**src/verilog/lwtg_pkg.sv**
```systemverilog
// Constants, register map and carrier types for the bus wakeup/tx guard
package lwtg_pkg;
   // Timing
   localparam int unsigned CLK_PERIOD_NS = 4;
   localparam int unsigned TX_TIMEOUT_NS = 10240000;
   localparam int unsigned TX_TIMEOUT_CYC =
      (TX_TIMEOUT_NS + CLK_PERIOD_NS - 1) / CLK_PERIOD_NS;

   // Widths
   localparam int WAKE_W = 6;
   localparam int REG_W = 8;
   localparam int SYNC_STAGES = 2;

   // Register byte addresses
   localparam logic [7:0] ADDR_IRQ_STAT = 8'ha0;
   localparam logic [7:0] ADDR_IRQ_EN = 8'ha4;
   localparam logic [7:0] ADDR_WAKE_DLY = 8'ha8;
   localparam logic [7:0] ADDR_SSW = 8'hac;
   localparam logic [7:0] ADDR_CFG = 8'hb4;

   // Field positions
   localparam int IRQ_TX_TIMEOUT_BIT = 2;
   localparam int IRQ_WAKE_BIT = 4;
   localparam int SSW_TX_TIMEOUT_BIT = 2;
   localparam int CFG_OVERRIDE_BIT = 1;
   localparam int CFG_CLR_TIMEOUT_BIT = 4;

   // Values after reset and counter marks
   localparam logic [WAKE_W-1:0] WAKE_DLY_RST = 6'h14;
   localparam logic [WAKE_W-1:0] WAKE_CNT_IDLE = 6'h20;
   localparam logic [WAKE_W-1:0] WAKE_CNT_ZERO = 6'h00;
   localparam logic [REG_W-1:0] IRQ_STAT_RST = 8'h00;
   localparam logic [REG_W-1:0] IRQ_EN_RST = 8'h00;
   localparam logic CFG_OVERRIDE_RST = 1'b0;

   // Avalon-MM request from the master
   typedef struct packed {
      logic [7:0] address;
      logic read;
      logic write;
      logic [3:0] byteenable;
      logic [31:0] writedata;
   } lwtg_bus_req_t;

   // Pins from outside the core clock domain
   typedef struct packed {
      logic lp_clk;
      logic rxd;
      logic txd_in;
      logic full_power_state;
   } lwtg_pins_t;
endpackage

```
**src/verilog/lwtg_guard.sv**
```systemverilog
// Bus wakeup detector and transmit dominant-timeout guard
`timescale 1ns/1ps
module lwtg_guard #(
   parameter int unsigned TX_TIMEOUT_CYC = lwtg_pkg::TX_TIMEOUT_CYC
) (
   input wire logic core_clk,
   input wire logic rst,
   input wire lwtg_pkg::lwtg_bus_req_t bus_req,
   output logic [31:0] avs_readdata,
   output logic avs_waitrequest,
   input wire lwtg_pkg::lwtg_pins_t pins,
   output logic txd_out,
   output logic wake_pulse,
   output logic irq
);
   localparam int TO_W = $clog2(TX_TIMEOUT_CYC + 1);
   localparam logic [TO_W-1:0] TO_LAST = TO_W'(TX_TIMEOUT_CYC - 1);
   localparam logic [TO_W-1:0] TO_FULL = TO_W'(TX_TIMEOUT_CYC);
   localparam int RW = lwtg_pkg::REG_W;
   localparam int WW = lwtg_pkg::WAKE_W;

   ////////////////////////////////////////////////////////////////////
   // Pin synchronisation

   // Chain resets to zero; lines idling high pass inverted so that
   // leaving reset does not fake a dominant level on transmit
   localparam lwtg_pkg::lwtg_pins_t PIN_IDLE = 4'h6;

   lwtg_pkg::lwtg_pins_t pins_x;
   lwtg_pkg::lwtg_pins_t pins_s;

   lwtg_sync #(
      .W($bits(lwtg_pkg::lwtg_pins_t))
   ) u_sync (
      .core_clk(core_clk),
      .rst(rst),
      .async_in(pins ^ PIN_IDLE),
      .sync_out(pins_x)
   );

   assign pins_s = pins_x ^ PIN_IDLE;

   ////////////////////////////////////////////////////////////////////
   // State

   logic wait_ff;
   logic [31:0] rdata_ff;
   logic [RW-1:0] stat_ff;
   logic [RW-1:0] en_ff;
   logic [WW-1:0] dly_ff;
   logic ovr_ff;
   logic lp_d_ff;
   logic [WW-1:0] wk_cnt_ff;
   logic [TO_W-1:0] to_cnt_ff;
   logic flag_ff;
   logic txd_ff;
   logic wake_ff;
   logic irq_ff;

   logic nxt_wait;
   logic [31:0] nxt_rdata;
   logic [RW-1:0] nxt_stat;
   logic [RW-1:0] nxt_en;
   logic [WW-1:0] nxt_dly;
   logic nxt_ovr;
   logic nxt_lp_d;
   logic [WW-1:0] nxt_wk_cnt;
   logic [TO_W-1:0] nxt_to_cnt;
   logic nxt_flag;
   logic nxt_txd;
   logic nxt_wake;
   logic nxt_irq;

   logic req;
   logic acc;
   logic wr;
   logic rd;
   logic lp_tick;
   logic wk_en;
   logic wk_hit;
   logic to_run;
   logic to_hit;
   logic clr_to;

   ////////////////////////////////////////////////////////////////////
   // Bus slave: one wait cycle, then the access completes

   always_comb begin
      req = bus_req.read | bus_req.write;
      acc = req & ~wait_ff;
      wr = acc & bus_req.write & bus_req.byteenable[0];
      rd = acc & bus_req.read;
      nxt_wait = ~(req & wait_ff);
      nxt_rdata = 32'h0000_0000;
      if (req && wait_ff && bus_req.read) begin
         case (bus_req.address)
            lwtg_pkg::ADDR_IRQ_STAT: nxt_rdata = 32'(stat_ff);
            lwtg_pkg::ADDR_IRQ_EN: nxt_rdata = 32'(en_ff);
            lwtg_pkg::ADDR_WAKE_DLY: nxt_rdata = 32'(dly_ff);
            lwtg_pkg::ADDR_SSW: begin
               nxt_rdata[lwtg_pkg::SSW_TX_TIMEOUT_BIT] = flag_ff;
            end
            lwtg_pkg::ADDR_CFG: begin
               nxt_rdata[lwtg_pkg::CFG_OVERRIDE_BIT] = ovr_ff;
            end
            default: nxt_rdata = 32'h0000_0000;
         endcase
      end
   end

   ////////////////////////////////////////////////////////////////////
   // Configuration registers

   always_comb begin
      nxt_en = en_ff;
      nxt_dly = dly_ff;
      nxt_ovr = ovr_ff;
      clr_to = 1'b0;
      if (wr) begin
         case (bus_req.address)
            lwtg_pkg::ADDR_IRQ_EN: nxt_en = bus_req.writedata[RW-1:0];
            lwtg_pkg::ADDR_WAKE_DLY: nxt_dly = bus_req.writedata[WW-1:0];
            lwtg_pkg::ADDR_CFG: begin
               nxt_ovr = bus_req.writedata[lwtg_pkg::CFG_OVERRIDE_BIT];
               // Strobe is never stored, so it reads back as zero
               clr_to = bus_req.writedata[lwtg_pkg::CFG_CLR_TIMEOUT_BIT];
            end
            default: nxt_en = en_ff;
         endcase
      end
   end

   ////////////////////////////////////////////////////////////////////
   // Wakeup detector on low-power clock ticks

   always_comb begin
      nxt_lp_d = pins_s.lp_clk;
      lp_tick = pins_s.lp_clk & ~lp_d_ff;
      wk_en = en_ff[lwtg_pkg::IRQ_WAKE_BIT];
      nxt_wk_cnt = wk_cnt_ff;
      wk_hit = 1'b0;
      if (!wk_en) begin
         nxt_wk_cnt = lwtg_pkg::WAKE_CNT_IDLE;
      end else if (lp_tick) begin
         if (pins_s.rxd) begin
            nxt_wk_cnt = lwtg_pkg::WAKE_CNT_ZERO;
         end else if (wk_cnt_ff != lwtg_pkg::WAKE_CNT_IDLE) begin
            nxt_wk_cnt = wk_cnt_ff + 6'h01;
            // Fires once per low period, on entry to the delay value
            wk_hit = (nxt_wk_cnt == dly_ff);
         end
      end
      nxt_wake = wk_hit;
   end

   ////////////////////////////////////////////////////////////////////
   // Transmit dominant timeout

   always_comb begin
      to_run = pins_s.full_power_state & ~pins_s.txd_in;
      to_hit = to_run && (to_cnt_ff == TO_LAST);
      if (!to_run) begin
         nxt_to_cnt = '0;
      end else if (to_cnt_ff == TO_FULL) begin
         // Saturate so a long low does not retrigger the status bit
         nxt_to_cnt = to_cnt_ff;
      end else begin
         nxt_to_cnt = to_cnt_ff + TO_W'(1);
      end
      // Detection wins over a clear in the same cycle
      if (to_hit) begin
         nxt_flag = 1'b1;
      end else if (clr_to) begin
         nxt_flag = 1'b0;
      end else begin
         nxt_flag = flag_ff;
      end
      nxt_txd = pins_s.txd_in | (flag_ff & ~ovr_ff);
   end

   ////////////////////////////////////////////////////////////////////
   // Interrupt status, mask and output

   always_comb begin
      nxt_stat = stat_ff;
      if (wr && bus_req.address == lwtg_pkg::ADDR_IRQ_STAT) begin
         nxt_stat = stat_ff & ~bus_req.writedata[RW-1:0];
      end
      // Only the timeout bit is cleared by the read, and only if it was reported
      if (rd && bus_req.address == lwtg_pkg::ADDR_IRQ_STAT) begin
         nxt_stat[lwtg_pkg::IRQ_TX_TIMEOUT_BIT] =
            nxt_stat[lwtg_pkg::IRQ_TX_TIMEOUT_BIT] &
            ~rdata_ff[lwtg_pkg::IRQ_TX_TIMEOUT_BIT];
      end
      if (to_hit) begin
         nxt_stat[lwtg_pkg::IRQ_TX_TIMEOUT_BIT] = 1'b1;
      end
      if (wk_hit) begin
         nxt_stat[lwtg_pkg::IRQ_WAKE_BIT] = 1'b1;
      end
      nxt_irq = |(stat_ff & en_ff);
   end

   ////////////////////////////////////////////////////////////////////
   // Registers

   always_ff @(posedge core_clk) begin
      if (rst) begin
         wait_ff <= 1'b1;
         rdata_ff <= 32'h0000_0000;
         stat_ff <= lwtg_pkg::IRQ_STAT_RST;
         en_ff <= lwtg_pkg::IRQ_EN_RST;
         dly_ff <= lwtg_pkg::WAKE_DLY_RST;
         ovr_ff <= lwtg_pkg::CFG_OVERRIDE_RST;
         lp_d_ff <= 1'b0;
         wk_cnt_ff <= lwtg_pkg::WAKE_CNT_IDLE;
         to_cnt_ff <= '0;
         flag_ff <= 1'b0;
         txd_ff <= 1'b1;
         wake_ff <= 1'b0;
         irq_ff <= 1'b0;
      end else begin
         wait_ff <= nxt_wait;
         rdata_ff <= nxt_rdata;
         stat_ff <= nxt_stat;
         en_ff <= nxt_en;
         dly_ff <= nxt_dly;
         ovr_ff <= nxt_ovr;
         lp_d_ff <= nxt_lp_d;
         wk_cnt_ff <= nxt_wk_cnt;
         to_cnt_ff <= nxt_to_cnt;
         flag_ff <= nxt_flag;
         txd_ff <= nxt_txd;
         wake_ff <= nxt_wake;
         irq_ff <= nxt_irq;
      end
   end

   assign avs_readdata = rdata_ff;
   assign avs_waitrequest = wait_ff;
   assign txd_out = txd_ff;
   assign wake_pulse = wake_ff;
   assign irq = irq_ff;
endmodule

```
**src/verilog/lwtg_sync.sv**
```systemverilog
// Two-stage synchroniser, one chain per bit
`timescale 1ns/1ps
module lwtg_sync #(
   parameter int W = 4
) (
   input wire logic core_clk,
   input wire logic rst,
   input wire logic [W-1:0] async_in,
   output logic [W-1:0] sync_out
);
   ////////////////////////////////////////////////////////////////////
   genvar i;
   generate
      for (i = 0; i < W; i++) begin : g_bit
         logic meta_ff;
         logic stab_ff;
         logic nxt_meta;
         logic nxt_stab;
         // First stage is read by the second stage only
         always_comb begin
            nxt_meta = async_in[i];
            nxt_stab = meta_ff;
         end
         always_ff @(posedge core_clk) begin
            if (rst) begin
               meta_ff <= 1'b0;
               stab_ff <= 1'b0;
            end else begin
               meta_ff <= nxt_meta;
               stab_ff <= nxt_stab;
            end
         end
         assign sync_out[i] = stab_ff;
      end
   endgenerate
endmodule
```
**config.mk**
```make
export PLATFORM = sky130hd
export DESIGN_NAME = lwtg_guard
export DESIGN_NICKNAME = d
export VERILOG_FILES = /design/src/verilog/lwtg_pkg.sv /design/src/verilog/lwtg_guard.sv /design/src/verilog/lwtg_sync.sv
export SDC_FILE = /design/constraint.sdc
export NUM_CORES = 1
export LEC_CHECK = 0
export BUFFER_PORTS_ARGS = -buffer_cell sky130_fd_sc_hd__clkbuf_2
export CAP_MARGIN = 20
export CORE_UTILIZATION = 33
export DETAILED_ROUTE_END_ITERATION = 12
export PLACE_DENSITY = 0.61
export SYNTH_ARGS = -nofsm -noshare
export SYNTH_HDL_FRONTEND = slang
export SYNTH_HIERARCHICAL = 1
export SYNTH_SLANG_ARGS = --single-unit
```
**constraint.sdc**
```tcl
create_clock -name core_clk -period 2.99 [get_ports core_clk]
set_input_delay 0.299 -clock core_clk [delete_from_list [all_inputs] [get_ports core_clk]]
set_output_delay 0.299 -clock core_clk [all_outputs]
set_load 0.005 [all_outputs]
```
==> impl_results.md, run 1 <==
- Status: completed
- Total via count in the routed design: ~2,800
- Clock network latency to the later pin of the worst-skew pair: 350 ps
- Most common library cell in the layout ignoring fill and taps: dfxtp_1
- Area of the core: a little over 10,000 um^2
- Worst slew pin tran: roughly 790 ps
- Average detailed-routed wire length per instance: approximately 13 um
- Worst Setup SP: to_cnt_ff[2]
- Wire length of the first global-routing pass: ~12,000 um
- Largest stage delay on the critical path: just over 700 ps
- Average via count per standard cell: approximately 4.9
- Initial DRC count: ~120
- Most area-hungry cell type in the Yosys netlist: dfxtp_1
- Layout overhead on the synthesized area: 9.90%
- Max Buffers Root-to-Sink: 2
- Number of warnings issued by yosys: 6
- Capture point of the worst path: to_cnt_ff[21]
- Kind of capture point of the worst setup path: register
- Port Buffers: 36
- Pleak: between 0.0015 and 0.002 uW
- Num ports: between 80 and 90
- Area post-placement: 3690 um^2
- Chip height: approximately 110 um
- Count of endpoints failing setup in the final report: 0
- Post-CTS sizing: 0
- Endpoint of the most critical register-to-register path: to_cnt_ff[21]
- Arrival time worst endpoint: approximately 2400 ps
- Largest vdd supply drop: between 0.00015 and 0.0002 V
- Detailed Place HPWL: 5190 um
- Timing-limited maximum frequency: between 400 and 500 MHz
- Global-route congestion overflow total: 0
- Setup repair after global routing missed its margin: false
- Share of the synthesized area in the top cell type: between 40% and 50%
- Async SR Flop Fraction: 0%
- Worst reg-to-reg setup slack: 850 ps
- GRT Total Usage: 13.4%
- Worst Path Buf+Inv: 0
- Crit path top cell by count: or4_1
- Residual DRC count: 0
- Count of maximum capacitance violations: 0
- Most instantiated flip-flop cell in the synthesis netlist: dfxtp_1
- Worst-path fanout max: 10
- Width of the chip: ~110 um
- Initial Util: between 30 and 40%
- TritonCTS clock tree: built
- Full die area: between 10,000 and 15,000 um^2
- Cell breakdown of the critical path: nand4_4 > or4_1 > or4_1 > a21oi_1
- Drt total wl: slightly above 7000 um
- Most frequent cells in the layout: dfxtp_1 (73), nor2_1 (43), clkbuf_2 (36), a21oi_1 (26), conb_1 (24)
- Share of cells above drive strength 1: between 10 and 15%
- ANT nets after route: 0
- Dominant cells by area after synthesis: dfxtp_1 (42%), mux2i_1 (6.6%), buf_4 (6.0%)
- Slowest stage cell, crit path: or4_1
- Worst hold path class: input port to register
- Summed area of non-filler cells in the final layout: slightly below 4000 um^2
- Pin count of the biggest net entering global routing: 24
- Req. time, crit path: 3250 ps
- Pwr Density: 447 nW/um^2
- Std-Cell Rows: 37
- CTS Buf Count: 9
- Number of sinks handled by clock tree synthesis: 73
- Max-slew violation total from the final report: 0
- Number of detailed-routing iterations run before antenna repair: 4
- Clock root buffer: clkbuf_8
- Number of instances in the synthesized netlist: just under 400
- Fraction of the cycle the final worst path needs: around 72%
- Setup_tns: 0 ps
- Mean post-synth cell area: approximately 9.0 um^2
- Number of buffers inserted by hold repair at cts: 0
- Number of hold violations in the final report: 0
- Shortest period the worst path allows: between 2000 and 2500 ps
- Initial antenna violation count: 0
- Reg-to-reg critical path startpoint: to_cnt_ff[2]
- Weighted congestion reported at the end of routability-driven placement: 0.798
- Number of enable-type register cells in the synthesized netlist: 0
- Startpoint-to-endpoint class of the critical path: register to register
- Number of H-tree levels: 3
- Count of distinct cell types in the synthesized netlist: a little over 50
- CP startpoint kind: register
- Post-CTS setup repair buffer count: 0
- Register bit total from synthesis: 73
- Via count of the first global-routing pass: about 2,400
- Stages on worst setup path: 4
- Final #Nets: 480
- Netlist Area Pre-Place: between 3000 and 4000 um^2
- Top delay family on crit path: simple AND/OR/NAND/NOR gates
- Sequential fraction of the synthesis area: 41.6%
- Total power draw: ~1700 uW
- Skew final: about 9.2 ps
- Antenna Cells: 0
- Worst r2r path cells: 4
- Clk pin slew, worst setup/hold paths: 80 ps
- Slew margin rel.: between 40% and 50%
registers in the layout (all words and copies together) (netlist names), 4 cells and up:
name and count:
avs_readdata 8, u_sync/g_bit.meta_ff 4, en_ff 8, to_cnt_ff 22
stat_ff 8, wk_cnt_ff 6, u_sync/g_bit.stab_ff 4, dly_ff 6
worst reg2reg max path, stage by stage (launching register included):
cell,delay (ps)
dfxtp_1,490
nand4_4,170
or4_1,720
or4_1,520
a21oi_1,160
metal layers:
| metal | up-vias | GRT usage [%] | share of wire (%) |
|---|---|---|---|
| li1 | 1399 | - | - |
| met1 | 1288 | 19.0 | 51 |
| met2 | 77 | 18.4 | 42 |
| met3 | 14 | 2.50 | 4.8 |
| met4 | 0 | 8.65 | 3.0 |
| met5 | - | 0 | 0 |
Yosys cell counts, types with 7 or more instances:
cell type	instances
nor2b_1	13
nor4_1	8
or3_1	9
a22oi_1	7
nand3_1	15
dfxtp_1	73
nand2b_1	8
xor2_1	8
a21oi_1	26
nor3_1	7
buf_4	28
nand2_1	12
o21ai_1	11
clkbuf_1	8
mux2i_1	23
inv_1	16
xnor2_1	8
nor2_1	43
o21ai_0	8
how the worst min path moves through the flow:
| stage | start | end | cells past startpoint | slack, ps |
|---|---|---|---|---|
| detailed placement | u_sync/g_bit[3].meta_ff | u_sync/g_bit[3].stab_ff | 1 | 420 |
| CTS | bus_req[7] | stat_ff[7] | 2 | 110 |
| global placement | u_sync/g_bit[3].meta_ff | u_sync/g_bit[3].stab_ff | 1 | 420 |
| floorplan | rst | u_sync/g_bit[0].meta_ff | 1 | 370 |
| finish | bus_req[7] | stat_ff[7] | 2 | 120 |
| global route | bus_req[7] | stat_ff[7] | 2 | 120 |
area by class of cell:
class	instances	area, um^2
fillers	1049	6460
multi-input cells	285	1800
flip-flops and latches	73	1460
repair buffers	39	203
well taps	136	170
clock buffers	10	128
inverters	16	60.1
clock inverters	6	43.8
kinds of logic (layout without fill, tap and decap cells):
logic type / count (synthesis) / count (layout) / synth area share (%)
compound gates: 68 / 68 / 11.7
xor+xnor: 16 / 16 / 3.99
fa+ha+maj: 4 / 4 / 1.42
buf+inv: 57 / 71 / 9.75
flops: 73 / 73 / 41.6
mux: 24 / 24 / 7.19
other cells: 1 / 24 / 0.107
simple gates: 149 / 149 / 24.3
where the power goes:
part           internal, uW  total, uW  switching [uW]  leakage [uW]
registers               978        982            3.40      0.000590
clock network           302        674             372     0.0000749
logic                  28.8       72.4            43.5      0.000861
total                  1310       1730             419       0.00153
per-stage QoR:
stage                     std cells  hold WS, ps  util [%]  worst slack (ps)
final                           565          123      37.4               848
after global routing            565          118      37.4               726
after CTS                       565          107      37.4               865
after detailed placement        549          423      35.8               893
after global placement          549          418      35.8               915
after floorplan                 415          371         -              1040
Note: power is estimated with default switching activity, not from simulation.
==> run 2, diff against run 1 <==
--- a/config.mk
+++ b/config.mk
@@ -5,11 +5,12 @@
 export SDC_FILE = /design/constraint.sdc
 export NUM_CORES = 1
 export LEC_CHECK = 0
+export ABC_AREA = 1
 export BUFFER_PORTS_ARGS = -buffer_cell sky130_fd_sc_hd__clkbuf_2
 export CAP_MARGIN = 20
 export CORE_UTILIZATION = 33
 export DETAILED_ROUTE_END_ITERATION = 12
-export PLACE_DENSITY = 0.61
+export PLACE_DENSITY = 0.62
 export SYNTH_ARGS = -nofsm -noshare
 export SYNTH_HDL_FRONTEND = slang
 export SYNTH_HIERARCHICAL = 1
==> constraint.sdc (replaced) <==
create_clock -name core_clk -period 1.8 [get_ports core_clk]
set_input_delay 0.18 -clock core_clk [delete_from_list [all_inputs] [get_ports core_clk]]
set_output_delay 0.18 -clock core_clk [all_outputs]
set_load 0.005 [all_outputs]
==> impl_results.md, run 2 <==
- Register bit total from synthesis: 73 (unchanged)
- Pwr Density: 825 nW/um^2 (+85%)
- Kind of capture point of the worst setup path: register
- Status: completed
- Total via count in the routed design: 3,476 (+25%)
- Shortest period the worst path allows: 1570 ps (-575 ps)
- CP startpoint kind: register
- Chip height: 109 um (+3.5%)
- Largest stage delay on the critical path: 400 ps (-320 ps)
- Number of H-tree levels: 3 (unchanged)
- Average detailed-routed wire length per instance: 11.9 um (-4.6%)
- Number of warnings issued by yosys: 6 (unchanged)
- Full die area: 11,800 um^2 (+7.0%)
- Mean post-synth cell area: 6.89 um^2 (-23%)
- Slowest stage cell, crit path: dfxtp_1
- Hold slack: 32.2 ps (-91.1 ps)
- Max Buffers Root-to-Sink: 2 (unchanged)
- Global-route congestion overflow total: 0 (unchanged)
- Dominant cells by area after synthesis: dfxtp_1 (39%), nand2_1 (13%), inv_1 (7.4%)
- Summed area of non-filler cells in the final layout: 4290 um^2 (+11%)
- Num ports: 88 (unchanged)
- Clock network latency to the later pin of the worst-skew pair: 330 ps (-20 ps)
- Clock root buffer: clkbuf_16
- Drt total wl: 8750 um (+24%)
- Count of maximum capacitance violations: 0 (unchanged)
- Count of endpoints failing setup in the final report: 0 (unchanged)
- Register with the most flip-flops: to_cnt_ff
- Share of cells above drive strength 1: 13.2% (-0.83 points)
- Initial DRC count: 189 (+63%)
- Arrival time worst endpoint: 1830 ps (-570 ps)
- Area of the core: 11,000 um^2 (+6.4%)
- Weighted congestion reported at the end of routability-driven placement: 0.819 (+2.7%)
- Clk pin slew, worst setup/hold paths: 60 ps (-20 ps)
- Layout overhead on the synthesized area: 13.8%
- Async SR Flop Fraction: 0% (unchanged)
- CTS Buf Count: 9 (unchanged)
- Share of the synthesized area in the top cell type: 38.8% (-2.8 points)
- Fraction of the cycle the final worst path needs: 87.0% (+15 points)
- Final core utilization: 39.0% (+1.6 points)
- Most common library cells after synthesis: nand2_1 (128), inv_1 (74), dfxtp_1 (73)
- Total power draw: 3540 uW (+100%)
- Largest vdd supply drop: 0.000430 V (+150%)
- Via count of the first global-routing pass: 3,199 (+33%)
- Netlist Area Pre-Place: 3770 um^2 (+7.2%)
- ANT nets after route: 0 (unchanged)
- Worst-path fanout max: 5 (-5)
- Startpoint-to-endpoint class of the critical path: register to register
- Antenna Cells: 0 (unchanged)
- Fillcell total: 1,152 (+9.8%)
- Initial Util: 34.3% (+0.26 points)
- Number of sinks handled by clock tree synthesis: 73 (unchanged)
- Pleak: 0.00179 uW (+17%)
- Pin count of the biggest net entering global routing: 19 (-21%)
- Setup_tns: 0 ps (unchanged)
- Post-CTS setup repair buffer count: 0 (unchanged)
- Width of the chip: 109 um (+3.5%)
- GRT Total Usage: 15.9% (+2.5 points)
- Timing-limited maximum frequency: 638 MHz (+37%)
- Count of distinct cell types in the synthesized netlist: 33 (-35%)
- Number of enable-type register cells in the synthesized netlist: 0 (unchanged)
- Number of buffers inserted by hold repair at cts: 0 (unchanged)
- Sequential fraction of the synthesis area: 38.8% (-2.8 points)
- Most frequent cells in the layout: nand2_1 (128), inv_1 (74), dfxtp_1 (72), nor2_1 (66), nand3_1 (54)
- Port Buffers: 36 (unchanged)
- Most instantiated flip-flop cell in the synthesis netlist: dfxtp_1
- Average via count per standard cell: 4.74 (-3.6%)
- Std-Cell Rows: 38 (+2.7%)
- Number of flip-flops under the largest register name: 22 (unchanged)
- Post-CTS sizing: 0 (unchanged)
- Most frequently used cell type in the post-synthesis netlist: nand2_1
- Detailed Place HPWL: 6640 um (+28%)
- Worst Path Buf+Inv: 1 (+1)
- Area post-placement: 3990 um^2 (+8.1%)
- Residual DRC count: 0 (unchanged)
- Number of hold violations in the final report: 0 (unchanged)
- Number of instances in the synthesized netlist: 547 (+40%)
- Setup repair after global routing missed its margin: false
- Initial antenna violation count: 0 (unchanged)
- Most area-hungry cell type in the Yosys netlist: dfxtp_1
- Top delay family on crit path: simple AND/OR/NAND/NOR gates
- Max-slew violation total from the final report: 0 (unchanged)
- TritonCTS clock tree: built
- Cell breakdown of the critical path: ha_1 > nand2_2 > nor2_4 > nand3_2 > inv_2 > nand3_1 > a21oi_1
- Final #Nets: 644 (+34%)
- Most common library cell in the layout ignoring fill and taps: nand2_1
- Req. time, crit path: 2060 ps (-1190 ps)
- Number of detailed-routing iterations run before antenna repair: 5 (+1)
- Wire length of the first global-routing pass: 14,600 um (+25%)
- Worst hold path class: input port to register
- Skew final: 4.87 ps (-4.30 ps)
-- run 2: cells by family after synthesis --
kind of cell | after synthesis | synth area share, %
simple gates | 287 | 35.1
buf+inv | 111 | 14.7
flops | 73 | 38.8
compound gates | 70 | 9.73
fa+ha+maj | 4 | 1.33
xor+xnor | 1 | 0.233
other cells | 1 | 0.0995
-- run 2: layout make-up --
type,count,area (um^2),area share (%)
Clock inverter,5,55.1,1.28
Timing Repair Buffer,43,233,5.43
Tap cell,140,175,4.09
Multi-Input combinational cell,386,1840,42.9
Clock buffer,11,243,5.66
Inverter,75,282,6.57
Sequential cell,73,1460,34.1
-- run 2: where the power goes --
| group | internal, uW | switching (uW) | total (uW) |
|---|---|---|---|
| logic | 39.0 | 84.8 | 124 |
| clock network | 1110 | 677 | 1780 |
| registers | 1630 | 5.56 | 1630 |
-- run 2: path summary, 6_finish.rpt --
kind / from / to / slack (ps) / cells after the start
worst max register to register: to_cnt_ff[0] / stat_ff[2] / 230 / 7
worst min register to register: u_sync/g_bit[1].meta_ff / u_sync/g_bit[1].stab_ff / 400 / 2
worst min-delay path: pins[3] / u_sync/g_bit[3].meta_ff / 30 / 3
worst max-delay path: to_cnt_ff[0] / stat_ff[2] / 230 / 7
-- run 2: metrics by stage --
step	instances	worst slack, ps
2_1_floorplan	570	433
3_3_place_gp	717	247
3_5_place_dp	717	254
4_1_cts	733	235
5_1_grt	733	34.2
6_report	733	234
-- run 2: tightest hold or removal path, delay by kind of cell --
| family | cells | cell delay, ps |
|---|---|---|
| AND/OR/NAND/NOR | 1 | 30 |
| buffers and inverters | 2 | 120 |
-- run 2: metal layers --
| metal | vias up | wire length (um) | part of all wire (%) | global-route usage (%) |
|---|---|---|---|---|
| met2 | 105 | 4290 | 49 | 27.6 |
| met1 | 1579 | 3780 | 43 | 19.0 |
| li1 | 1778 | - | - | - |
| met3 | 14 | 527 | 6.0 | 3.35 |
| met4 | 0 | 155 | 1.8 | 6.76 |
| met5 | - | 0 | 0 | 0 |
